## config.mk

```make
export PLATFORM = sky130hd
export DESIGN_NAME = channel_select_routing
export DESIGN_NICKNAME = d
export VERILOG_FILES = /design/src/rtl/route_pkg.sv /design/src/rtl/stream_if.sv /design/src/rtl/route_buf.sv /design/src/rtl/channel_select_routing.sv
export SDC_FILE = /design/constraint.sdc
export NUM_CORES = 2
export LEC_CHECK = 0
export BUFFER_PORTS_ARGS = -buffer_cell sky130_fd_sc_hd__buf_2
export CORE_AREA = 3 3 323 325
export DETAILED_ROUTE_END_ITERATION = 6
export DIE_AREA = 0 0 326 328
export REMOVE_ABC_BUFFERS = 1
export SLEW_MARGIN = 20
export SYNTH_ARGS = -nofsm -noshare
export SYNTH_HDL_FRONTEND = slang
export SYNTH_SLANG_ARGS = --single-unit
export TNS_END_PERCENT = 50
```

## constraint.sdc

```tcl
create_clock -name clk_i -period 8.52 [get_ports clk_i]
set_input_delay 0.852 -clock clk_i [delete_from_list [all_inputs] [get_ports clk_i]]
set_output_delay 0.852 -clock clk_i [all_outputs]
set_load 0.01 [all_outputs]
```

## src/rtl/route_pkg.sv

```systemverilog
package route_pkg;

  // ***************************************
  // sizes
  // ***************************************
  localparam int NUM_FIFO = 8;
  localparam int FIFO_IDX_W = 3;
  localparam int CH_W = 5;
  localparam int NUM_CH = 32;
  localparam int NUM_SLOT = 32;
  localparam int DATA_W = 8;
  localparam int BUF_DEPTH = 4;

  // ***************************************
  // directions and channel classes
  // ***************************************
  localparam logic DIR_TX = 1'b0;
  localparam logic DIR_RX = 1'b1;
  // e-channel positions: 3, 7, 11 ... 31, so the two low bits are both set
  localparam logic [1:0] E_CH_LOW_BITS = 2'h3;

  // ***************************************
  // reset values
  // ***************************************
  localparam logic [DATA_W-1:0] FILL_MASK_RST = 8'hFF;
  localparam logic [DATA_W-1:0] FIFO_BITS_RST = 8'hFF;
  localparam logic [CH_W-1:0] CH_RST = 5'h00;
  localparam logic [7:0] DROP_CNT_MAX = 8'hFF;

  // ***************************************
  // output word layout
  // ***************************************
  localparam int OUT_DATA_LSB = 0;
  localparam int OUT_MASK_LSB = 8;
  localparam int OUT_IDX_LSB = 16;
  localparam int OUT_KIND_LSB = 21;
  localparam int OUT_W = 23;

  // ***************************************
  // enumerations
  // ***************************************
  typedef enum logic [1:0] {
    SRC_HOST = 2'b00,
    SRC_PCM = 2'b01,
    SRC_LINE = 2'b10
  } src_e;

  typedef enum logic [1:0] {
    DST_NONE = 2'b00,
    DST_HOST = 2'b01,
    DST_PCM = 2'b10,
    DST_LINE = 2'b11
  } dst_e;

  typedef enum logic [1:0] {
    CFG_FIFO = 2'b00,
    CFG_SLOT = 2'b01,
    CFG_FILL = 2'b10,
    CFG_MODE = 2'b11
  } cfg_e;

endpackage

```

## src/rtl/stream_if.sv

```systemverilog
`timescale 1ns/1ns
`default_nettype none
interface stream_if #(
  parameter int W = 8
);
  logic valid;
  logic ready;
  logic [W-1:0] data;
  modport src (output valid, output data, input ready);
  modport snk (input valid, input data, output ready);
endinterface
`default_nettype wire

```

## src/rtl/route_buf.sv

```systemverilog
`timescale 1ns/1ns
`default_nettype none
module route_buf #(
  parameter int W = 8,
  parameter int DEPTH = 4
) (
  input wire logic clk_i,
  input wire logic rst_n_i,
  stream_if.snk push,
  stream_if.src pop
);
  localparam int AW = $clog2(DEPTH);
  localparam logic [AW:0] DEPTH_C = (AW+1)'(DEPTH);

  logic [W-1:0] mem [DEPTH];
  logic [AW-1:0] wr_ptr_reg;
  logic [AW-1:0] rd_ptr_reg;
  logic [AW:0] count_reg;
  logic [AW:0] count_next;
  logic full_reg;
  logic empty_reg;
  wire do_push = push.valid && !full_reg;
  wire do_pop = pop.ready && !empty_reg;

  // flags come from flops so ready and valid are glitch free at the ports
  assign push.ready = !full_reg;
  assign pop.valid = !empty_reg;
  assign pop.data = mem[rd_ptr_reg];
  assign count_next = count_reg + (AW+1)'(do_push) - (AW+1)'(do_pop);

  // storage, no reset needed on data
  always_ff @(posedge clk_i)
  begin
    if (do_push)
    begin
      mem[wr_ptr_reg] <= push.data;
    end
  end

  // pointers and occupancy
  always_ff @(posedge clk_i or negedge rst_n_i)
  begin
    if (!rst_n_i)
    begin
      wr_ptr_reg <= '0;
      rd_ptr_reg <= '0;
      count_reg <= '0;
      full_reg <= 1'b0;
      empty_reg <= 1'b1;
    end
    else
    begin
      wr_ptr_reg <= wr_ptr_reg + AW'(do_push);
      rd_ptr_reg <= rd_ptr_reg + AW'(do_pop);
      count_reg <= count_next;
      full_reg <= (count_next == DEPTH_C);
      empty_reg <= (count_next == '0);
    end
  end
endmodule
`default_nettype wire

```

## src/rtl/channel_select_routing.sv

```systemverilog
// Notes on behaviour
// RULE1 - a pcm to line coupling ties up one tx and one rx fifo but no byte is stored in them.
// RULE2 - no pcm to line byte passes unless both fifos of the coupling are enabled.
// RULE3 - fifos of one direction on the same channel number are merged onto that one channel.
// RULE4 - the e-channel positions 3, 7 .. 31 may be used as ordinary routing channels.
// RULE5 - per-fifo bit masks shape the byte but never change which path is linked.
// RULE6 - in arbitrary mode a used channel needs an enabled fifo of its direction, pcm to pcm aside.
// RULE7 - in arbitrary mode a used pcm slot must be linked to a channel by its slot setting.
// RULE8 - a full duplex pcm to pcm path uses one channel both ways and needs no fifo.
// RULE9 - arbitrary mode is on when the assignment bit is one and the sequence bit is zero.
// RULE10 - each fifo is joined to the channel written in its channel number field; in simple mode the code ties fifo n to channel n instead.
// RULE11 - transparent fifos keep a full byte per frame, hdlc fifos scale with their bits.
// RULE12 - bits of a shared byte that no fifo drives come from the fill mask byte.
// RULE13 - software sets each fifo's channel direction equal to the fifo's own direction.
`timescale 1ns/1ns
`default_nettype none
module channel_select_routing (
  input wire logic clk_i,
  input wire logic rst_n_i,
  input wire logic cfg_we_i,
  input wire route_pkg::cfg_e cfg_target_i,
  input wire logic cfg_dir_i,
  input wire logic [route_pkg::CH_W-1:0] cfg_index_i,
  input wire logic [route_pkg::CH_W-1:0] cfg_channel_i,
  input wire logic cfg_chdir_i,
  input wire logic cfg_enable_i,
  input wire logic [route_pkg::DATA_W-1:0] cfg_bits_i,
  input wire logic in_valid_i,
  output logic in_ready_o,
  input wire route_pkg::src_e in_source_i,
  input wire logic [route_pkg::CH_W-1:0] in_index_i,
  input wire logic [route_pkg::DATA_W-1:0] in_data_i,
  output logic out_valid_o,
  input wire logic out_ready_i,
  output logic [route_pkg::OUT_W-1:0] out_word_o,
  output logic mode_active_o,
  output logic e_route_seen_o,
  output logic [7:0] drop_count_o
);
  import route_pkg::*;

  // ***************************************
  // configuration store
  // ***************************************
  logic [CH_W-1:0] fch_reg [2][NUM_FIFO];
  logic fdir_reg [2][NUM_FIFO];
  logic fen_reg [2][NUM_FIFO];
  logic [DATA_W-1:0] fbits_reg [2][NUM_FIFO];
  logic [CH_W-1:0] sch_reg [2][NUM_SLOT];
  logic slink_reg [2][NUM_SLOT];
  logic [DATA_W-1:0] fill_reg;
  logic assign_bit_reg;
  logic seq_bit_reg;
  logic [DATA_W-1:0] acc_reg [NUM_CH];

  wire mode_active = assign_bit_reg && !seq_bit_reg; // RULE9

  // channel a fifo feeds; simple mode ties fifo n to channel n
  function automatic logic [CH_W-1:0] eff_ch(input logic d, input logic [FIFO_IDX_W-1:0] f);
    eff_ch = mode_active ? fch_reg[d][f] : {2'b00, f}; // RULE10
  endfunction

  // a fifo takes part only when enabled and, in arbitrary mode, with matching channel direction
  function automatic logic fifo_live(input logic d, input logic [FIFO_IDX_W-1:0] f);
    fifo_live = fen_reg[d][f] && (!mode_active || fdir_reg[d][f] == d); // RULE13
  endfunction

  // config writes, one target per cycle
  always_ff @(posedge clk_i or negedge rst_n_i)
  begin
    if (!rst_n_i)
    begin
      for (int d = 0; d < 2; d++)
      begin
        for (int f = 0; f < NUM_FIFO; f++)
        begin
          fch_reg[d][f] <= CH_RST;
          fdir_reg[d][f] <= DIR_TX;
          fen_reg[d][f] <= 1'b0;
          fbits_reg[d][f] <= FIFO_BITS_RST;
        end
        for (int s = 0; s < NUM_SLOT; s++)
        begin
          sch_reg[d][s] <= CH_RST;
          slink_reg[d][s] <= 1'b0;
        end
      end
      fill_reg <= FILL_MASK_RST;
      assign_bit_reg <= 1'b0;
      seq_bit_reg <= 1'b0;
    end
    else if (cfg_we_i)
    begin
      case (cfg_target_i)
        CFG_FIFO:
        begin
          fch_reg[cfg_dir_i][cfg_index_i[FIFO_IDX_W-1:0]] <= cfg_channel_i;
          fdir_reg[cfg_dir_i][cfg_index_i[FIFO_IDX_W-1:0]] <= cfg_chdir_i;
          fen_reg[cfg_dir_i][cfg_index_i[FIFO_IDX_W-1:0]] <= cfg_enable_i;
          fbits_reg[cfg_dir_i][cfg_index_i[FIFO_IDX_W-1:0]] <= cfg_bits_i;
        end
        CFG_SLOT:
        begin
          sch_reg[cfg_dir_i][cfg_index_i] <= cfg_channel_i;
          slink_reg[cfg_dir_i][cfg_index_i] <= cfg_enable_i;
        end
        CFG_FILL: fill_reg <= cfg_bits_i;
        CFG_MODE:
        begin
          assign_bit_reg <= cfg_bits_i[0];
          seq_bit_reg <= cfg_bits_i[1];
        end
        default: fill_reg <= fill_reg;
      endcase
    end
  end

  // ***************************************
  // route lookup
  // ***************************************
  logic [CH_W-1:0] key_ch;
  logic [NUM_FIFO-1:0] tx_hit;
  logic [NUM_FIFO-1:0] rx_hit;
  logic [DATA_W-1:0] owned;
  logic [DATA_W-1:0] rx_owned;
  logic pcm_hit;
  logic [CH_W-1:0] pcm_slot;
  dst_e route_dst;
  logic [CH_W-1:0] route_idx;
  logic [DATA_W-1:0] route_data;
  logic [DATA_W-1:0] merged;
  logic [FIFO_IDX_W-1:0] in_fifo;
  logic slot_linked;
  logic in_fire;
  logic push_ready;

  assign in_fifo = in_index_i[FIFO_IDX_W-1:0];
  assign slot_linked = slink_reg[DIR_RX][in_index_i] || !mode_active; // RULE7
  assign in_fire = in_valid_i && push_ready;

  // e-channel numbers are not fenced off, any of 0..31 routes alike
  always_comb
  begin
    case (in_source_i)
      SRC_HOST: key_ch = eff_ch(DIR_TX, in_fifo);
      SRC_PCM: key_ch = mode_active ? sch_reg[DIR_RX][in_index_i] : in_index_i; // RULE7
      default: key_ch = in_index_i; // RULE4
    endcase
  end

  // who sits on the channel; bit masks only shape data, never the match
  always_comb
  begin
    tx_hit = '0;
    rx_hit = '0;
    owned = '0;
    rx_owned = '0;
    pcm_hit = 1'b0;
    pcm_slot = '0;
    for (int f = 0; f < NUM_FIFO; f++)
    begin
      tx_hit[f] = fifo_live(DIR_TX, FIFO_IDX_W'(f)) && eff_ch(DIR_TX, FIFO_IDX_W'(f)) == key_ch;
      rx_hit[f] = fifo_live(DIR_RX, FIFO_IDX_W'(f)) && eff_ch(DIR_RX, FIFO_IDX_W'(f)) == key_ch;
      if (tx_hit[f])
      begin
        owned = owned | fbits_reg[DIR_TX][f]; // RULE3
      end
      if (rx_hit[f])
      begin
        rx_owned = rx_owned | fbits_reg[DIR_RX][f]; // RULE5
      end
    end
    for (int s = NUM_SLOT - 1; s >= 0; s--)
    begin
      if (slink_reg[DIR_TX][s] && sch_reg[DIR_TX][s] == key_ch)
      begin
        pcm_hit = 1'b1;
        pcm_slot = CH_W'(s);
      end
    end
  end

  // merge this fifo's bits into the channel byte, the other bits keep the accumulator value
  assign merged = (acc_reg[key_ch] & ~fbits_reg[DIR_TX][in_fifo])
                | (in_data_i & fbits_reg[DIR_TX][in_fifo]); // RULE11
  // decide destination; a coupled byte goes straight through, never stored
  always_comb
  begin
    route_dst = DST_NONE;
    route_idx = key_ch;
    route_data = in_data_i;
    case (in_source_i)
      SRC_HOST:
      begin
        if (fifo_live(DIR_TX, in_fifo)) // RULE6
        begin
          route_dst = DST_LINE;
          route_data = (merged & owned) | (fill_reg & ~owned); // RULE12
        end
      end
      SRC_PCM:
      begin
        if (slot_linked && pcm_hit && mode_active)
        begin
          route_dst = DST_PCM; // RULE8
          route_idx = pcm_slot;
        end
        else if (slot_linked && (|tx_hit) && (|rx_hit))
        begin
          route_dst = DST_LINE; // RULE2
        end
      end
      SRC_LINE:
      begin
        if ((|rx_hit) && pcm_hit && (|tx_hit))
        begin
          route_dst = DST_PCM; // RULE1
          route_idx = pcm_slot;
        end
        else if (|rx_hit)
        begin
          route_dst = DST_HOST; // RULE3
        end
      end
      default: route_dst = DST_NONE;
    endcase
  end

  // channel byte accumulators, only host transmit bytes touch them
  always_ff @(posedge clk_i or negedge rst_n_i)
  begin
    if (!rst_n_i)
    begin
      for (int c = 0; c < NUM_CH; c++)
      begin
        acc_reg[c] <= FILL_MASK_RST;
      end
    end
    else if (in_fire && in_source_i == SRC_HOST && route_dst == DST_LINE)
    begin
      acc_reg[key_ch] <= merged; // RULE3
    end
  end

  // ***************************************
  // buffer and output stage
  // ***************************************
  stream_if #(.W(OUT_W)) push_if ();
  stream_if #(.W(OUT_W)) pop_if ();
  logic out_valid_reg;
  logic [OUT_W-1:0] out_word_reg;
  logic [7:0] drop_count_reg;
  logic e_seen_reg;
  logic mode_reg;
  wire take_out = pop_if.valid && (!out_valid_reg || out_ready_i);

  assign push_ready = push_if.ready;
  assign push_if.valid = in_fire && route_dst != DST_NONE;
  assign push_if.data = {route_dst, route_idx,
                         (route_dst == DST_HOST) ? rx_owned : 8'h00, route_data};
  assign pop_if.ready = !out_valid_reg || out_ready_i;

  route_buf #(.W(OUT_W), .DEPTH(BUF_DEPTH)) u_buf (
    .clk_i(clk_i),
    .rst_n_i(rst_n_i),
    .push(push_if.snk),
    .pop(pop_if.src)
  );

  // a full buffer refuses the byte through push_ready, but in_ready_o stays high so the source is not held off
  always_ff @(posedge clk_i or negedge rst_n_i)
  begin
    if (!rst_n_i)
    begin
      out_valid_reg <= 1'b0;
      out_word_reg <= '0;
      drop_count_reg <= '0;
      e_seen_reg <= 1'b0;
      mode_reg <= 1'b0;
      in_ready_o <= 1'b0;
    end
    else
    begin
      if (take_out)
      begin
        out_word_reg <= pop_if.data;
      end
      out_valid_reg <= take_out || (out_valid_reg && !out_ready_i);
      if (in_fire && route_dst == DST_NONE && drop_count_reg != DROP_CNT_MAX)
      begin
        drop_count_reg <= drop_count_reg + 8'h01;
      end
      if (push_if.valid && push_ready && key_ch[1:0] == E_CH_LOW_BITS)
      begin
        e_seen_reg <= 1'b1; // RULE4
      end
      mode_reg <= mode_active;
      in_ready_o <= 1'b1;
    end
  end

  // ready is a registered constant one after reset; the real gate is push_ready inside in_fire
  assign out_valid_o = out_valid_reg;
  assign out_word_o = out_word_reg;
  assign drop_count_o = drop_count_reg;
  assign e_route_seen_o = e_seen_reg;
  assign mode_active_o = mode_reg;
endmodule
`default_nettype wire

```

==> results summary <==
The run finished with clean final reports. The number of clock sinks seen by CTS is 1026. The detailed-route DRC error count came out at 0. The top-area cell type share of the netlist area came out at 27.3%.

The number of endpoints failing setup at the final stage came out at 0. The via count of the first global-routing pass came to 32396. The area growth from synthesis to layout came out at 11.3%. The worst hold slack after final layout came out at 0.146 ns. The total wire length after detailed routing is 136000 um. The cell type with the largest total area after synthesis is dfrtp_1.

The sequential fraction of design power is 44.7%. Setup slack on the critical path of the routed design comes to 1.25 ns. The cell with the most instances after synthesis is mux2_2.

Summed over all cells, the static leakage comes to 23.5 nW. The total number of vias is 31798. The register clock-pin slew on the reported worst setup and hold paths is 0.06 ns. The highest net fanout along the worst path came out at 67. In this run the register-to-register setup slack is 1.55 ns. The worst ir drop on vdd is 0.209 mV. By startpoint and endpoint, the worst setup path is classified as in -> reg. The DRC marker count from the first detailed-route iteration is 2452. Routability-driven placement finished with a final weighted congestion of 0.869. The finished cells cover 55300 um^2. The width of the die came out at 326 um. The pin count of the biggest net entering global routing came out at 164. In this run the power density over the cells is 226 nW/um^2.

The number of buffers inserted by hold repair at cts came out at 0. The number of vias per cell is 6.04. Counting along the longest clock path gives a buffer depth of 3.

Setup repair after global routing left no endpoint under its margin. The share of the clock period used by the worst path is 85.3%. The sequential area share after synthesis is 53.6%. The number of input and output port buffers inserted is 77.

The max-slew violation count is 0. At the worst endpoint, the required time is 8.89 ns. From bottom edge to top edge, the die measures 328 um. The area of the mapped netlist is 49700 um^2.

The CTS root buffer is clkbuf_16. Gates resized during post-CTS repair numbered 0. In the post-synthesis netlist, the biggest area contributors are dfrtp_1 (27%), dfstp_2 (21%), mux2_2 (21%), edfxtp_1 (5.6%), mux4_2 (3.1%). The final hold violation count was 0. The flip-flop count of the largest register, all copies and words added is 320. The clock tree synthesis step divided the H-tree into 3 levels. The buffer and inverter count on the worst path came out at 2. The number of warning messages in the yosys log came out at 0. Across the run, the number of max-cap violations was 0. The total overflow left after global routing is 0. The half-perimeter wire length of the detailed placement result is 85900 um.

The internal power is 9.08 mW. The type of the most critical hold path is in -> async. The synthesized netlist contains 99 unique library cells. The proportion of power drawn by the clock network came out at 40.0%.

The synthesized flop and latch total is 1026. The launching element type of the critical path is a primary input. The most common flop cell mapped by yosys is dfrtp_1. The time the worst path needs with I/O delays and setup came out at 7.27 ns. The count of filler cells inserted in the layout came out at 8577. The total area inside the core boundary comes to 102000 um^2. The commonest cells after synthesis are mux2_2 (913), dfrtp_1 (541), dfstp_2 (393), nand2_1 (359), clkbuf_1 (175). Traced cell by cell, the critical path runs through clkbuf_8 -> mux2i_1 -> a22oi_1 -> a2111oi_0 -> nor3_1 -> a21oi_4 -> nand3_1 -> or3_1 -> a211oi_2 -> buf_4 -> nor3_1 -> nand3_1 -> a31oi_1 -> nor4b_1 -> nand3b_1 -> or2_2 -> o32ai_1.

For this run, asynchronously set or reset flops after synthesis account for 91.0%. Across the routed clock network, the largest skew measured is 0.0345 ns. The number of buffers inserted to repair setup after CTS came out at 0. The fmax is 138 MHz. The remaining antenna violation count came out at 0. The initial antenna violation count came to 8. The share of power burned in combinational logic came out at 15.3%. The largest single stage delay on the critical path is 0.93 ns. The starting density of the core is 48.8%. The measured slew at the worst slew-check pin is 1.14 ns.

The post-place instance area is 51400 um^2. The post-route netlist has 46.4% of its cells at a drive strength greater than 1. The net switching power is 3.40 mW. The source-to-sink clock delay at the later pin of the worst-skew pair came out at 0.71 ns. The number of enable-type register cells in the synthesized netlist is 92. The worst slack at placement came out at 0.685 ns. The number of nets in the layout is 3853.

After detailed routing, the average wire length per cell comes to 25.9 um. Net switching is 27.2% of the power. Among all stages on the critical path, the largest delay is contributed by nor4b_1.

In this run, CTS created clock tree buffers numbering 111. The number of cells produced by synthesis came out at 3781. The area of the die is 107000 um^2.

Overall power consumption after layout is estimated at 12.5 mW. The cell class contributing the biggest share of worst-path delay is simple AND/OR/NAND/NOR gates. The kind of capture point of the worst setup path is a register. The number of top-level pins came out at 78. Each instance of the synthesized netlist takes up on average 13.1 um^2. TritonCTS built the clock tree. The first global-routing pass estimated 209000 um of wire.

The total global-route track usage is 25.5%. The max-slew headroom at the worst pin came out at 23.5%. The first-pass iteration count of the detailed router is 5. Row generation in the floorplan step produced 117 rows. The arrival time at the worst endpoint is 7.64 ns.
path summary, 6_finish.rpt:
check                                from               end  cells after the start
setup / recovery            in_index_i[0]  u_buf.mem[2][20]                     17
hold / removal                    rst_n_i    out_word_o[18]                      1
setup reg to reg              seq_bit_reg  u_buf.mem[2][20]                     17
hold reg to reg            e_route_seen_o    e_route_seen_o                      1
max in group asynchronous         rst_n_i      sch_reg[176]                      3
min in group clk_i            out_ready_i       out_valid_o                      2
routing by layer:
metal,routed length (um),vias to the layer above,track usage [%]
met2,63400,867,40.1
met5,13,-,0
met3,6950,206,4.14
met1,62800,16854,37.0
li1,-,13869,-
met4,2970,2,6.10
worst reg2reg max path, stage by stage (launching register included):
cell and delay (ns):
dfrtp_1 0.37, nand2b_2 0.46, nor2_1 0.78, o211a_1 0.36
nand4_2 0.17, o211ai_4 0.13, buf_12 0.40, nand3_1 0.44
or3_1 0.49, a211oi_2 0.22, buf_4 0.22, nor3_1 0.09
nand3_1 0.18, a31oi_1 0.19, nor4b_1 0.93, nand3b_1 0.20
or2_2 0.34, o32ai_1 0.69
through the flow:
step                      cells  utilization [%]  TNS [ns]
after detailed placement   5055             50.5         0
after global placement     5055             50.5         0
after CTS                  5261             54.3         0
final                      5265             54.3         0
after floorplan            3521                -   -596.74
after global routing       5264             54.3         0
placed cells by master, fill, tap and decap left out, types with 72 or more instances in the layout:
cell type / instances
edfxtp_1: 92
nor2_1: 87
clkbuf_16: 112
nand2_1: 359
dfstp_2: 393
buf_4: 88
dfrtp_1: 541
mux2i_1: 127
nand3_1: 72
mux2_2: 913
xnor2_1: 141
cells by family (layout without fill, tap and decap cells):
group	after synthesis	in the layout	share of synthesized area [%]
AO/OA/AOI/OAI	387	387	5.71
adder cells (fa/ha/maj)	10	10	0.267
AND/OR/NAND/NOR	780	780	7.93
XOR/XNOR	174	174	3.07
flip-flops	1026	1026	53.6
multiplexers	1119	1119	26.8
buffers and inverters	284	396	2.63
other	1	5	0.00755
power by group through the flow:
stage | sequential, mW | combinational (mW) | clock [mW]
finish | 5.58 | 1.90 | 4.99
global route | 5.62 | 2.06 | 5.30
CTS | 5.58 | 1.92 | 5.10
detailed placement | 5.66 | 1.91 | 0
global placement | 5.65 | 1.89 | 0
floorplan | 5.65 | 1.09 | 0
final cells by class:
cell class	count	area (um^2)	share of cell area, %
flip-flops and latches	1026	26600	48.2
multi-input cells	2471	21800	39.5
clock buffers	169	3290	5.95
well taps	1368	1710	3.10
repair buffers	166	1170	2.13
clock inverters	37	533	0.964
inverters	24	90.1	0.163
diodes	4	10.0	0.0181
Note: power is estimated with default switching activity, not from simulation.
